File: src/inc/haf_regs.vh
// Purpose: Constants for the host acknowledge / FIFO status block
// Assumes: AXI4-Lite register window of 256 bytes, 32-bit data
// Notes:   All offsets are byte addresses of aligned words
`ifndef HAF_REGS_VH
`define HAF_REGS_VH

// ==========================================================
// Register offsets
`define HAF_ADDR_W 8
`define HAF_OFF_CTRL 8'h00
`define HAF_OFF_THRESH 8'h04
`define HAF_OFF_INT_STATUS 8'h08
`define HAF_OFF_INT_MASK 8'h0c
`define HAF_OFF_LIVE 8'h10

// ==========================================================
// Field positions
`define HAF_CTRL_SWR_BIT 0
`define HAF_CTRL_DECODE_BIT 1
`define HAF_THR_NF_LSB 0
`define HAF_THR_NE_LSB 16
`define HAF_INT_SRQ_BIT 0
`define HAF_INT_STATS_BIT 1
`define HAF_LIVE_ACK_BIT 2
`define HAF_LIVE_LEVEL_LSB 16
`define HAF_INT_W 2

// ==========================================================
// Reset values
`define HAF_CTRL_RESET 32'h0000_0001
`define HAF_NF_RESET 10'h1c0
`define HAF_NE_RESET 10'h040
`define HAF_INT_MASK_RESET 2'h0

// ==========================================================
// AXI responses
`define HAF_RESP_OKAY 2'h0
`define HAF_RESP_SLVERR 2'h2

`endif

File: src/design/haf_ack.v
// Purpose: Acknowledge sequencing for host accesses
// Assumes: Host strobes already synchronised to aclk
// Notes:   ack_n low completes an access, high holds it off
`timescale 1ns/10ps

// ==========================================================
// Acknowledge controller
module haf_ack
(
    // Clock and reset
    input wire aclk,
    input wire aresetn,
    // Synchronised host strobes
    input wire cs_n,
    input wire wr_n,
    input wire rd_n,
    input wire cdata_sel,
    // FIFO and mode
    input wire decode_mode,
    input wire fifo_full,
    input wire fifo_empty,
    // Results
    output reg ack_n,
    output reg wr_commit,
    output wire rd_active
);

localparam [3:0] ST_IDLE = 4'h1;
localparam [3:0] ST_WAIT = 4'h2;
localparam [3:0] ST_STALL = 4'h4;
localparam [3:0] ST_DONE = 4'h8;

reg [3:0] state;
reg [3:0] next_state;
reg wr_n_d;
wire access;
wire stall;

assign access = !cs_n && (!wr_n || !rd_n);
// Full FIFO holds decode writes, empty FIFO holds encode reads
assign stall = cdata_sel &&
    ((decode_mode && !wr_n && fifo_full) ||
     (!decode_mode && !rd_n && fifo_empty));
assign rd_active = !cs_n && !rd_n;

always @*
begin
    next_state = state;
    case (state)
        ST_IDLE:
            if (access)
            begin
                if (!cdata_sel)
                    next_state = ST_WAIT;
                else if (stall)
                    next_state = ST_STALL;
                else
                    next_state = ST_DONE;
            end
        ST_WAIT:
            next_state = ST_DONE;
        ST_STALL:
            if (!access)
                next_state = ST_IDLE;
            else if (!stall)
                next_state = ST_DONE;
        ST_DONE:
            if (!access)
                next_state = ST_IDLE;
        default:
            next_state = ST_IDLE;
    endcase
end

always @(posedge aclk)
begin
    if (!aresetn)
    begin
        state <= ST_IDLE;
        ack_n <= 1'b1;
        wr_n_d <= 1'b1;
        wr_commit <= 1'b0;
    end
    else
    begin
        state <= next_state;
        ack_n <= (next_state != ST_DONE);
        wr_n_d <= wr_n;
        // Write lands on the strobe's rising edge, only once acked
        wr_commit <= wr_n && !wr_n_d && !cs_n &&
            (state == ST_DONE);
    end
end

endmodule // haf_ack

File: src/design/haf_sync.v
// Purpose: Two flip-flop synchroniser for pin inputs
// Assumes: Inputs change asynchronously to aclk
// Notes:   First stage is read only by the second stage
`timescale 1ns/10ps

// ==========================================================
// Synchroniser
module haf_sync
#(
    parameter WIDTH = 1,
    parameter [WIDTH-1:0] RESET_VAL = {WIDTH{1'b0}}
)
(
    // Clock and reset
    input wire aclk,
    input wire aresetn,
    // Data
    input wire [WIDTH-1:0] d,
    output reg [WIDTH-1:0] q
);

reg [WIDTH-1:0] stage1;

always @(posedge aclk)
begin
    if (!aresetn)
    begin
        stage1 <= RESET_VAL;
        q <= RESET_VAL;
    end
    else
    begin
        stage1 <= d;
        q <= stage1;
    end
end

endmodule // haf_sync

File: src/design/haf_top.v
// Purpose: Host acknowledge, FIFO service request and statistics ready
// Assumes: FIFO level, full, empty and stats pulses from aclk logic
// Notes:   Host pins pass a two-stage synchroniser, except for the data output enable
//
// Overview of operation
// - Acknowledge low marks a finished host access
// - Non-FIFO accesses get at least one wait
// - Decode full FIFO holds writes via acknowledge
// - Encode empty FIFO holds reads via acknowledge
// - Service request high when FIFO needs host
// - Service request mirrored in interrupt status
// - Encode: request low after reset, rises nearly-full
// - Decode: request low after reset, high while at or below nearly-empty
// - Statistics ready rises when statistics updated
// - Statistics ready occurs once per field
// - Statistics ready mirrored in interrupt status
// - Writes on strobe rise, reads while low
`timescale 1ns/10ps
`include "haf_regs.vh"

// ==========================================================
// Top level
module haf_top
#(
    parameter LEVEL_W = 10
)
(
    // Clock and reset
    input wire aclk,
    input wire aresetn,
    // AXI4-Lite write address
    input wire [`HAF_ADDR_W-1:0] s_axi_awaddr,
    input wire s_axi_awvalid,
    output wire s_axi_awready,
    // AXI4-Lite write data
    input wire [31:0] s_axi_wdata,
    input wire [3:0] s_axi_wstrb,
    input wire s_axi_wvalid,
    output wire s_axi_wready,
    // AXI4-Lite write response
    output reg [1:0] s_axi_bresp,
    output reg s_axi_bvalid,
    input wire s_axi_bready,
    // AXI4-Lite read address
    input wire [`HAF_ADDR_W-1:0] s_axi_araddr,
    input wire s_axi_arvalid,
    output wire s_axi_arready,
    // AXI4-Lite read data
    output reg [31:0] s_axi_rdata,
    output reg [1:0] s_axi_rresp,
    output reg s_axi_rvalid,
    input wire s_axi_rready,
    // Host pins
    input wire host_cs_n,
    input wire host_wr_n,
    input wire host_rd_n,
    input wire host_cdata_sel,
    input wire [31:0] host_data_i,
    output reg [31:0] host_data_o,
    output wire host_data_oe,
    output wire host_ack_n,
    // Core side
    input wire [LEVEL_W-1:0] fifo_level,
    input wire fifo_full,
    input wire fifo_empty,
    input wire stats_update,
    input wire stats_read,
    input wire [31:0] core_rdata,
    output reg [31:0] host_wr_data,
    output reg host_wr_pulse,
    output reg host_cdata_push,
    output reg host_cdata_pop,
    output wire software_reset_bit,
    output wire decode_mode,
    // Status outputs
    output reg fifo_service_request,
    output reg statistics_ready,
    output wire host_interrupt_request
);

// ==========================================================
// Register decode
function hit;
    input [`HAF_ADDR_W-1:0] addr;
    input [`HAF_ADDR_W-1:0] offset;
    begin
        hit = (addr[`HAF_ADDR_W-1:2] == offset[`HAF_ADDR_W-1:2]);
    end
endfunction

// ==========================================================
// Pin synchronisers
wire cs_n_s;
wire wr_n_s;
wire rd_n_s;
wire cdata_sel_s;
wire [31:0] data_s;

haf_sync #(.WIDTH(3), .RESET_VAL(3'h7)) u_sync_strobe
(
    .aclk(aclk),
    .aresetn(aresetn),
    .d({host_cs_n, host_wr_n, host_rd_n}),
    .q({cs_n_s, wr_n_s, rd_n_s})
);

haf_sync #(.WIDTH(33), .RESET_VAL(33'h0)) u_sync_data
(
    .aclk(aclk),
    .aresetn(aresetn),
    .d({host_cdata_sel, host_data_i}),
    .q({cdata_sel_s, data_s})
);

// ==========================================================
// Acknowledge controller
wire wr_commit;
wire rd_active;
reg rd_active_d;

haf_ack u_ack
(
    .aclk(aclk),
    .aresetn(aresetn),
    .cs_n(cs_n_s),
    .wr_n(wr_n_s),
    .rd_n(rd_n_s),
    .cdata_sel(cdata_sel_s),
    .decode_mode(decode_mode),
    .fifo_full(fifo_full),
    .fifo_empty(fifo_empty),
    .ack_n(host_ack_n),
    .wr_commit(wr_commit),
    .rd_active(rd_active)
);

// Data pins float whenever chip select is high
assign host_data_oe = !host_cs_n && !host_rd_n;

always @(posedge aclk)
begin
    if (!aresetn)
    begin
        host_data_o <= 32'h0000_0000;
        host_wr_data <= 32'h0000_0000;
        host_wr_pulse <= 1'b0;
        host_cdata_push <= 1'b0;
        host_cdata_pop <= 1'b0;
        rd_active_d <= 1'b0;
    end
    else
    begin
        rd_active_d <= rd_active;
        if (rd_active)
            host_data_o <= core_rdata;
        host_wr_pulse <= wr_commit;
        if (wr_commit)
            host_wr_data <= data_s;
        host_cdata_push <= wr_commit && cdata_sel_s;
        // Pop only once the read strobe is released
        host_cdata_pop <= rd_active_d && !rd_active && cdata_sel_s;
    end
end

// ==========================================================
// Control registers
reg [31:0] ctrl;
reg [LEVEL_W-1:0] nf_thr;
reg [LEVEL_W-1:0] ne_thr;
reg [`HAF_INT_W-1:0] int_status;
reg [`HAF_INT_W-1:0] int_mask;

assign software_reset_bit = ctrl[`HAF_CTRL_SWR_BIT];
assign decode_mode = ctrl[`HAF_CTRL_DECODE_BIT];

// ==========================================================
// FIFO service request and statistics ready
wire srq_cond;

// Encode: nearly full; decode: still at or below nearly empty
assign srq_cond = decode_mode ? (fifo_level <= ne_thr) :
    (fifo_level >= nf_thr);

always @(posedge aclk)
begin
    if (!aresetn)
    begin
        fifo_service_request <= 1'b0;
        statistics_ready <= 1'b0;
    end
    else if (software_reset_bit)
    begin
        // Held quiet while the core is in software reset
        fifo_service_request <= 1'b0;
        statistics_ready <= 1'b0;
    end
    else
    begin
        fifo_service_request <= srq_cond;
        // One update pulse per field; a new update beats a read
        if (stats_update)
            statistics_ready <= 1'b1;
        else if (stats_read)
            statistics_ready <= 1'b0;
    end
end

// ==========================================================
// Interrupt status and mask
wire [`HAF_INT_W-1:0] int_set;
reg [`HAF_INT_W-1:0] int_clr;

assign int_set = {statistics_ready, fifo_service_request};
assign host_interrupt_request = |(int_status & int_mask);

// ==========================================================
// AXI4-Lite write channel
reg aw_got;
reg w_got;
reg [`HAF_ADDR_W-1:0] aw_addr;
reg [31:0] w_data;
reg [3:0] w_strb;
wire do_write;

assign s_axi_awready = !aw_got && !s_axi_bvalid;
assign s_axi_wready = !w_got && !s_axi_bvalid;
assign do_write = aw_got && w_got && !s_axi_bvalid;

always @*
begin
    int_clr = {`HAF_INT_W{1'b0}};
    if (do_write && hit(aw_addr, `HAF_OFF_INT_STATUS) && w_strb[0])
        int_clr = w_data[`HAF_INT_W-1:0];
end

always @(posedge aclk)
begin
    if (!aresetn)
    begin
        aw_got <= 1'b0;
        w_got <= 1'b0;
        aw_addr <= {`HAF_ADDR_W{1'b0}};
        w_data <= 32'h0000_0000;
        w_strb <= 4'h0;
        s_axi_bvalid <= 1'b0;
        s_axi_bresp <= `HAF_RESP_OKAY;
    end
    else
    begin
        if (s_axi_awvalid && s_axi_awready)
        begin
            aw_got <= 1'b1;
            aw_addr <= s_axi_awaddr;
        end
        if (s_axi_wvalid && s_axi_wready)
        begin
            w_got <= 1'b1;
            w_data <= s_axi_wdata;
            w_strb <= s_axi_wstrb;
        end
        if (do_write)
        begin
            aw_got <= 1'b0;
            w_got <= 1'b0;
            s_axi_bvalid <= 1'b1;
            if (hit(aw_addr, `HAF_OFF_CTRL) ||
                hit(aw_addr, `HAF_OFF_THRESH) ||
                hit(aw_addr, `HAF_OFF_INT_STATUS) ||
                hit(aw_addr, `HAF_OFF_INT_MASK) ||
                hit(aw_addr, `HAF_OFF_LIVE))
                s_axi_bresp <= `HAF_RESP_OKAY;
            else
                s_axi_bresp <= `HAF_RESP_SLVERR;
        end
        else if (s_axi_bvalid && s_axi_bready)
        begin
            s_axi_bvalid <= 1'b0;
        end
    end
end

// ==========================================================
// Register writes with byte strobes
always @(posedge aclk)
begin
    if (!aresetn)
    begin
        ctrl <= `HAF_CTRL_RESET;
        nf_thr <= `HAF_NF_RESET;
        ne_thr <= `HAF_NE_RESET;
        int_mask <= `HAF_INT_MASK_RESET;
        int_status <= {`HAF_INT_W{1'b0}};
    end
    else
    begin
        // Set wins over a same-cycle write-one-to-clear
        int_status <= (int_status & ~int_clr) | int_set;
        if (do_write && hit(aw_addr, `HAF_OFF_CTRL) && w_strb[0])
            ctrl[7:0] <= {6'h00, w_data[1:0]};
        if (do_write && hit(aw_addr, `HAF_OFF_THRESH))
        begin
            if (w_strb[0])
                nf_thr[7:0] <= w_data[7:0];
            if (w_strb[1])
                nf_thr[LEVEL_W-1:8] <= w_data[LEVEL_W-1:8];
            if (w_strb[2])
                ne_thr[7:0] <= w_data[23:16];
            if (w_strb[3])
                ne_thr[LEVEL_W-1:8] <= w_data[LEVEL_W+15:24];
        end
        if (do_write && hit(aw_addr, `HAF_OFF_INT_MASK) && w_strb[0])
            int_mask <= w_data[`HAF_INT_W-1:0];
    end
end

// ==========================================================
// AXI4-Lite read channel
reg [31:0] rd_word;
reg rd_ok;

assign s_axi_arready = !s_axi_rvalid;

always @*
begin
    rd_word = 32'h0000_0000;
    rd_ok = 1'b1;
    if (hit(s_axi_araddr, `HAF_OFF_CTRL))
        rd_word = {24'h000000, ctrl[7:0]};
    else if (hit(s_axi_araddr, `HAF_OFF_THRESH))
    begin
        rd_word[LEVEL_W-1:0] = nf_thr;
        rd_word[LEVEL_W+15:16] = ne_thr;
    end
    else if (hit(s_axi_araddr, `HAF_OFF_INT_STATUS))
        rd_word[`HAF_INT_W-1:0] = int_status;
    else if (hit(s_axi_araddr, `HAF_OFF_INT_MASK))
        rd_word[`HAF_INT_W-1:0] = int_mask;
    else if (hit(s_axi_araddr, `HAF_OFF_LIVE))
    begin
        rd_word[`HAF_INT_SRQ_BIT] = fifo_service_request;
        rd_word[`HAF_INT_STATS_BIT] = statistics_ready;
        rd_word[`HAF_LIVE_ACK_BIT] = host_ack_n;
        rd_word[LEVEL_W+15:16] = fifo_level;
    end
    else
        rd_ok = 1'b0;
end

always @(posedge aclk)
begin
    if (!aresetn)
    begin
        s_axi_rvalid <= 1'b0;
        s_axi_rdata <= 32'h0000_0000;
        s_axi_rresp <= `HAF_RESP_OKAY;
    end
    else if (s_axi_arvalid && s_axi_arready)
    begin
        s_axi_rvalid <= 1'b1;
        s_axi_rdata <= rd_word;
        s_axi_rresp <= rd_ok ? `HAF_RESP_OKAY : `HAF_RESP_SLVERR;
    end
    else if (s_axi_rvalid && s_axi_rready)
    begin
        s_axi_rvalid <= 1'b0;
    end
end

endmodule // haf_top

File: config.mk
export PLATFORM = sky130hd
export DESIGN_NAME = haf_top
export DESIGN_NICKNAME = d
export VERILOG_FILES = /design/src/design/haf_ack.v /design/src/design/haf_sync.v /design/src/design/haf_top.v
export VERILOG_INCLUDE_DIRS = /design/src /design/src/inc
export SDC_FILE = /design/constraint.sdc
export NUM_CORES = 1
export LEC_CHECK = 0
export BUFFER_PORTS_ARGS = -buffer_cell sky130_fd_sc_hd__buf_2
export CORE_UTILIZATION = 45
export CTS_BUF_LIST = sky130_fd_sc_hd__clkbuf_8
export DETAILED_ROUTE_END_ITERATION = 8
export GPL_ROUTABILITY_DRIVEN = 0
export GPL_TIMING_DRIVEN = 0
export PLACE_DENSITY = 0.74
export SETUP_SLACK_MARGIN = 0.1
export SLEW_MARGIN = 0
export SYNTH_ARGS = -nofsm -noshare
export SYNTH_HDL_FRONTEND = slang
export SYNTH_SLANG_ARGS = --single-unit
File: constraint.sdc
create_clock -name aclk -period 1.6 [get_ports aclk]
set_input_delay 0.16 -clock aclk [delete_from_list [all_inputs] [get_ports aclk]]
set_output_delay 0.16 -clock aclk [all_outputs]
set_load 0.05 [all_outputs]
==> results of run 1 <==
==> Yosys cell counts (5+ instances only) <==
master	number
nand4_1	8
clkbuf_1	44
a21oi_1	42
ha_1	20
o21ai_0	13
nor3_1	5
a22oi_1	8
dfxtp_1	231
nand2b_1	13
a22o_1	37
nor3b_1	6
mux2i_1	61
nor2_1	94
a222oi_1	11
a211oi_1	5
nand2_1	63
and2_1	67
buf_4	14
inv_1	33
==> what timing repair did <==
item                                    CTS  global route
cloned                                    0             0
endpoints found under the setup margin  104           114
setup buffers                            12            10
resized for setup                        33            57
hold endpoints to repair                112             0
pin swaps                                11             6
hold buffers                            112             0
==> sequential cells by signal (all words and copies together), names as in the netlist, 2 cells and up <==
register and cells:
u_sync_data.stage1 33, u_sync_data.q 33, aw_addr 6, u_ack.state 4, w_data 20, ctrl 2, host_wr_data 32, host_data_o 32
int_status 2, w_strb 4, s_axi_rdata 20, nf_thr 10, u_sync_strobe.stage1 3, ne_thr 10, int_mask 2, u_sync_strobe.q 3
==> power by group through the flow <==
stage	clock (mW)	sequential (mW)	combinational [mW]
global placement	0	6.11	0.878
finish	4.58	6.00	1.21
CTS	4.69	5.99	1.13
detailed placement	0	6.11	0.890
floorplan	0	6.15	0.522
global route	4.97	6.01	1.31
==> routing by layer <==
layer,vias up,global-route usage [%]
met3,64,6.034
li1,3596,-
met1,3411,26.50
met2,276,39.75
met4,0,10.02
met5,-,0
==> layout make-up <==
| class | instances | area [sq um] | share of cell area (%) |
|---|---|---|---|
| clock buffer | 42 | 578.1 | 4.796 |
| sequential | 231 | 4652 | 38.60 |
| inverter | 34 | 127.6 | 1.059 |
| multi-input combinational | 509 | 3516 | 29.17 |
| clock inverter | 16 | 75.07 | 0.6229 |
| timing repair buffer | 357 | 2427 | 20.14 |
| tap | 229 | 286.5 | 2.377 |
| buffer | 62 | 389.1 | 3.229 |
==> cells by family (layout without fill, tap and decap cells) <==
logic type / Yosys count / after routing / synth area share, %
AND/OR/NAND/NOR: 282 / 282 / 17.23
buffers and inverters: 98 / 511 / 5.224
flip-flops: 231 / 231 / 55.81
other: 1 / 14 / 0.04525
AO/OA/AOI/OAI: 129 / 129 / 10.99
adder cells (fa/ha/maj): 20 / 20 / 3.020
multiplexers: 61 / 61 / 7.368
XOR/XNOR: 3 / 3 / 0.3171
==> worst max path at each step <==
stage	cells past startpoint	startpoint	to	slack, ps
2_1_floorplan	6	s_axi_araddr[4]	s_axi_rdata[22]$_SDFFE_PN0P_	-3
3_3_place_gp	7	s_axi_araddr[4]	s_axi_rdata[23]$_SDFFE_PN0P_	-360
3_5_place_dp	7	s_axi_araddr[4]	s_axi_rdata[7]$_SDFFE_PN0P_	-370
4_1_cts	6	ne_thr[9]$_SDFFE_PN0P_	fifo_service_request$_SDFF_PP0_	2
5_1_grt	6	ne_thr[2]$_SDFFE_PN0P_	fifo_service_request$_SDFF_PP0_	-40
6_report	6	ne_thr[5]$_SDFFE_PN0P_	fifo_service_request$_SDFF_PP0_	20
==> worst max-delay path: cells and delay by family (launching register included) <==
kind                     cells  cell delay (ps)
AO/OA/AOI/OAI                4              900
adder cells (fa/ha/maj)      1              210
buffers and inverters        1               40
flip-flops                   1              340
==> stage by stage <==
step	TNS, ps	hold slack, ps	power [mW]	std cells
global placement	-11060	341.0	6.984	1290
finish	0	-37.43	11.78	1480
CTS	0	-52.52	11.81	1471
floorplan	-10.26	261.5	6.675	838
detailed placement	-13130	345.7	7.003	1290
global route	-35.90	0.7545	12.30	1480
==> results.rst, run 1 <==
.. list-table::
   :header-rows: 1

   * - Metric
     - Value
   * - Outcome
     - finished with violations
   * - Violations in the final reports
     - negative hold slack
   * - Crit path largest cell delay
     - approximately 420 ps
   * - Setup slack of the critical path after layout
     - 15.95 ps
   * - Area share of the largest cell type after synthesis
     - a little under three fifths
   * - Top-level I/O count
     - between 200 and 300
   * - Gate count after technology mapping
     - between 800 and 900
   * - Sort of element at the end of the critical path
     - flip-flop
   * - Root buffer cell
     - clkbuf_8
   * - Shortest period the worst path allows
     - 1584 ps
   * - Share of total power in sequential cells
     - between 50% and 60%
   * - Number of vias after detailed routing
     - about 7300
   * - Switching share of total power
     - 24.70%
   * - Internal power of the cells
     - just under 9 mW
   * - Leakage component of the power
     - 5.529 nW
   * - Worst hold path endpoint
     - s_axi_rdata[25]$_SDFFE_PN0P_
   * - Vias per Instance
     - approximately 5
   * - Number of max-cap violations
     - 0
   * - Diode count
     - 0
   * - First-pass GRT wire length
     - about 34000 microns
   * - Fraction of registers with async set or reset after synthesis
     - 0%
   * - Violation count after the first detailed-routing iteration
     - 347
   * - Top Layer Used
     - met4
   * - NetSw
     - roughly 2.9 mW
   * - Most frequent cells in the layout
     - 223 x buf_2, 215 x dfxtp_1, 112 x dlygate4sd3_1
   * - Input/output buffers
     - between 200 and 250
   * - Number of endpoints with negative hold slack in the final report
     - 1
   * - Metal1 wirelength
     - 9135 microns
   * - CORE AREA
     - 0.01802 sq mm
   * - Post-synthesis cell type with the largest combined area
     - dfxtp_1
   * - Post-Route Hold Slack
     - -37.43 ps
   * - Mean area per synthesized cell
     - around 10 sq um
   * - Placed cell area
     - 0.009853 sq mm
   * - Hpwl dp
     - between 10000 and 15000 microns
   * - Number of antenna violations at the first check in global routing
     - 0
   * - Warnings from Yosys
     - 0
   * - Critical Path Source Type
     - flip-flop
   * - Required time of the critical path
     - between 2000 and 2500 ps
   * - Flops & latches, synth
     - around 230
   * - Die area
     - around 0.019 sq mm
   * - # rows
     - 49
   * - Worst flop-to-flop path startpoint
     - ne_thr[5]$_SDFFE_PN0P_
   * - Count of H-tree levels built during CTS
     - 2
   * - RSZ-0062 raised after global routing
     - yes
   * - Fraction of final layout cells with drive strength greater than 1
     - between 30% and 40%
   * - Tightest Pin Transition
     - ~650 ps
   * - Count of flip-flops with a built-in enable after synthesis
     - 0
   * - DIE HEIGHT
     - approximately 140 microns
   * - Most common library cell in the layout ignoring fill and taps
     - buf_2
   * - Critical path cell sequence
     - inv_2, ha_4, a21oi_1, o21ai_1, a2111o_1, a311oi_2
   * - Worst hold path type
     - input pin to flip-flop
   * - Clock Tree Buf Depth
     - 3
   * - Critical path type
     - flip-flop to flip-flop
   * - Routed met2 length
     - about 11000 microns
   * - Clock-pin slew of the registers on the worst-case setup and hold paths
     - around 60 ps
   * - Nets
     - approximately 1400
   * - Worst slew margin relative to its limit
     - ~57%
   * - Capture instance of the worst register-to-register path
     - fifo_service_request$_SDFF_PP0_
   * - Clock net sink count
     - between 200 and 250
   * - Area growth from synthesis to layout
     - 45.43%
   * - Worst r2r path cells
     - 6
   * - Total congestion overflow after global routing
     - 0
   * - Aggregate routed wire length
     - between 20000 and 25000 microns
   * - Detailed-routed wire length on met3
     - roughly 1600 microns
   * - Fraction of the cycle the final worst path needs
     - between 90% and 100%
   * - Worst IR drop on VDD
     - ~0.0011 V
   * - Vias in the first global route
     - roughly 7100
   * - Ys flop type
     - dfxtp_1
   * - Share of the core filled with cells
     - about 67%
   * - Area contributors post-synth
     - dfxtp_1 56%, mux2i_1 7.4%, and2_1 5.1%
   * - Aggregate global-route resource usage
     - between 20 and 25%
   * - 1st-pass router iterations
     - 5
   * - ANT nets after route
     - 0
   * - Total CTS buffers
     - 37
   * - Mapped cell area
     - just over 0.008 sq mm
   * - Worst hold path cell count
     - 3
   * - Data arrival time at the worst-slack endpoint
     - between 2000 and 2500 ps
   * - Final Instance Area
     - between 0.01 and 0.015 sq mm
   * - Cell type of the slowest stage on the worst timing path
     - a2111o_1
   * - Max-slew violation total from the final report
     - 0
   * - Initial standard-cell utilization of the core
     - a little under half
   * - Sequential element share of the synthesized area
     - ~56%
   * - Gate power share
     - 10.3%
   * - Power per Cell Area
     - between 900 and 1000 mW/mm^2
   * - CTS tree
     - built
   * - Worst clock skew
     - between 20 and 30 ps
   * - DRC violations left
     - 0
   * - Width of the die
     - between 100 and 150 microns
   * - DR WL/cell
     - 15.18 microns
   * - Largest fanout of any net on the critical path
     - 3
   * - Pin count of the biggest net entering global routing
     - 11
   * - Setup violations, final
     - 0
   * - Layout filler cell count
     - roughly 1400
   * - Clk_lat worst skew
     - approximately 520 ps
   * - Post-synth cell types
     - 48
   * - Clock power share
     - about two fifths
   * - Setup slack, reg-to-reg
     - 20 ps
   * - Pre-CTS setup slack
     - -366.8 ps
   * - Source of the worst hold timing path
     - fifo_level[9]
   * - Top achievable clock speed
     - between 600 and 700 MHz
(Power assumes the default switching activity.)
==> run 2, diff against run 1 <==
--- a/config.mk
+++ b/config.mk
@@ -12,6 +12,8 @@
 export DETAILED_ROUTE_END_ITERATION = 8
 export GPL_ROUTABILITY_DRIVEN = 0
 export GPL_TIMING_DRIVEN = 0
+export HOLD_SLACK_MARGIN = 0.06
+export MAX_ROUTING_LAYER = met4
 export PLACE_DENSITY = 0.74
 export SETUP_SLACK_MARGIN = 0.1
 export SLEW_MARGIN = 0
==> results.rst, run 2 (synthesized netlist as in run 1, its figures left out) <==
.. list-table::
   :header-rows: 1

   * - Metric
     - Value
   * - DR WL/cell
     - roughly 15 microns
   * - Largest fanout of any net on the critical path
     - 3
   * - Input/output buffers
     - between 200 and 250
   * - Vias per Instance
     - 4.942
   * - Number of vias after detailed routing
     - 7324
   * - Setup slack, reg-to-reg
     - around 10 ps
   * - 1st-pass router iterations
     - 7
   * - Aggregate global-route resource usage
     - a little under a quarter
   * - Root buffer cell
     - clkbuf_8
   * - DIE HEIGHT
     - 137.7 microns
   * - CTS tree
     - built
   * - Area growth from synthesis to layout
     - 45.61%
   * - Worst IR drop on VDD
     - ~0.0011 V
   * - Top achievable clock speed
     - approximately 630 MHz
   * - Post-Route Hold Slack
     - around 85 ps
   * - Worst r2r path cells
     - 6
   * - Top-level I/O count
     - about 260
   * - Vias in the first global route
     - between 7000 and 8000
   * - Fraction of the cycle the final worst path needs
     - between 90% and 100%
   * - Share of the core filled with cells
     - ~67%
   * - Fraction of final layout cells with drive strength greater than 1
     - a little under a third
   * - ANT nets after route
     - 0
   * - Shortest period the worst path allows
     - between 1500 and 2000 ps
   * - DRC violations left
     - 0
   * - Total CTS buffers
     - 37
   * - Aggregate routed wire length
     - approximately 23000 microns
   * - # rows
     - between 40 and 50
   * - Power per Cell Area
     - just under 1000 mW/mm^2
   * - Width of the die
     - between 100 and 150 microns
   * - Crit path largest cell delay
     - about 390 ps
   * - Worst hold path endpoint
     - s_axi_rdata[25]$_SDFFE_PN0P_
   * - Number of max-cap violations
     - 0
   * - Die area
     - about 0.019 sq mm
   * - Critical path type
     - flip-flop to flip-flop
   * - Layout filler cell count
     - 1359
   * - Placed cell area
     - a little under 0.01 sq mm
   * - Tightest Pin Transition
     - approximately 650 ps
   * - Hpwl dp
     - 14280 microns
   * - Outcome
     - complete, no violations
   * - Worst flop-to-flop path startpoint
     - ne_thr[9]$_SDFFE_PN0P_
   * - Violation count after the first detailed-routing iteration
     - approximately 310
   * - Leakage component of the power
     - 5.535 nW
   * - Pin count of the biggest net entering global routing
     - 11
   * - Seq. cell area
     - 0.004652 sq mm
   * - First-pass GRT wire length
     - 33950 microns
   * - Combined area of the multi-input logic cells
     - approximately 0.0035 sq mm
   * - Number of antenna violations at the first check in global routing
     - 0
   * - Placed cells
     - around 1300
   * - Total congestion overflow after global routing
     - 0
   * - Sort of element at the end of the critical path
     - flip-flop
   * - Setup violations, final
     - 0
   * - Critical path cell sequence
     - inv_2, ha_4, nand4_1, a211oi_2, a2111o_1, a311oi_2
   * - Number of endpoints with negative hold slack in the final report
     - 0
   * - Count of H-tree levels built during CTS
     - 2
   * - Most frequent cells in the layout
     - 223 x buf_2, 215 x dfxtp_1, 114 x dlygate4sd3_1
   * - Most common library cell in the layout ignoring fill and taps
     - buf_2
   * - Critical Path Source Type
     - flip-flop
   * - Pre-CTS setup slack
     - -366.8 ps
   * - Leading registers by flop count
     - u_sync_data.q x33, u_sync_data.stage1 x33
   * - Source of the worst hold timing path
     - s_axi_arvalid
   * - Clk_lat worst skew
     - approximately 520 ps
   * - Setup TNS
     - 0 ps
   * - Initial standard-cell utilization of the core
     - 45.97%
   * - Nets
     - roughly 1400
   * - Cell type of the slowest stage on the worst timing path
     - a2111o_1
   * - Worst hold path type
     - input pin to flip-flop
   * - Worst slew margin relative to its limit
     - 56.78%
   * - Final non-filler cell total
     - 1482
   * - Clock net sink count
     - 231
   * - CORE AREA
     - ~0.018 sq mm
   * - Diode count
     - 0
   * - Worst hold path cell count
     - 4
   * - Capture instance of the worst register-to-register path
     - fifo_service_request$_SDFF_PP0_
   * - Clock Tree Buf Depth
     - 3
   * - RSZ-0062 raised after global routing
     - yes
   * - Tot Pwr
     - between 10 and 15 mW
   * - Required time of the critical path
     - between 2000 and 2500 ps
   * - Final Instance Area
     - 0.01207 sq mm
   * - Setup slack of the critical path after layout
     - 10.48 ps
   * - Clock-pin slew of the registers on the worst-case setup and hold paths
     - 60 ps
   * - Max-slew violation total from the final report
     - 0
   * - Data arrival time at the worst-slack endpoint
     - roughly 2000 ps
   * - Worst clock skew
     - 25.26 ps
-- run 2: report_power, final --
| part | internal (mW) | leakage (nW) | switching, mW |
|---|---|---|---|
| logic | 0.578 | 3.27 | 0.635 |
| registers | 5.91 | 1.89 | 0.0844 |
| clock network | 2.38 | 0.379 | 2.19 |
-- run 2: how the worst max path moves through the flow --
stage                                      start                              end  depth (start not counted)
final                     ne_thr[9]$_SDFFE_PN0P_  fifo_service_request$_SDFF_PP0_                          6
after global routing      ne_thr[4]$_SDFFE_PN0P_  fifo_service_request$_SDFF_PP0_                          6
after CTS                 ne_thr[9]$_SDFFE_PN0P_  fifo_service_request$_SDFF_PP0_                          6
after detailed placement         s_axi_araddr[4]      s_axi_rdata[7]$_SDFFE_PN0P_                          7
after global placement           s_axi_araddr[4]     s_axi_rdata[23]$_SDFFE_PN0P_                          7
after floorplan                  s_axi_araddr[4]     s_axi_rdata[22]$_SDFFE_PN0P_                          6
-- run 2: what timing repair did --
| item | CTS | global route |
|---|---|---|
| pin swaps | 11 | 6 |
| cloned | 0 | 0 |
| hold buffers | 113 | 1 |
| hold endpoints to repair | 113 | 1 |
| setup endpoints to repair | 104 | 115 |
| setup buffers | 12 | 10 |
| gates resized for setup | 33 | 55 |
-- run 2: area by class of cell --
| class | count | share of cell area, % |
|---|---|---|
| flip-flops and latches | 231 | 38.55 |
| multi-input cells | 509 | 29.10 |
| repair buffers | 359 | 20.28 |
| clock buffers | 42 | 4.791 |
| plain buffers | 62 | 3.225 |
| well taps | 229 | 2.375 |
| inverters | 34 | 1.058 |
| clock inverters | 16 | 0.6221 |
-- run 2: worst max-delay path, delay by kind of cell, from the launching register on --
family	cells	cell delay, ps
AO/OA/AOI/OAI	3	710
buffers and inverters	1	50
adder cells (fa/ha/maj)	1	230
flip-flops	1	350
AND/OR/NAND/NOR	1	160
-- run 2: routing by layer --
layer	GRT usage, %	part of all wire (%)	vias up
li1	-	-	3599
met1	26.80	42	3405
met2	39.84	49	254
met3	5.335	6.1	66
met4	9.964	3.5	0
met5	-	0	-
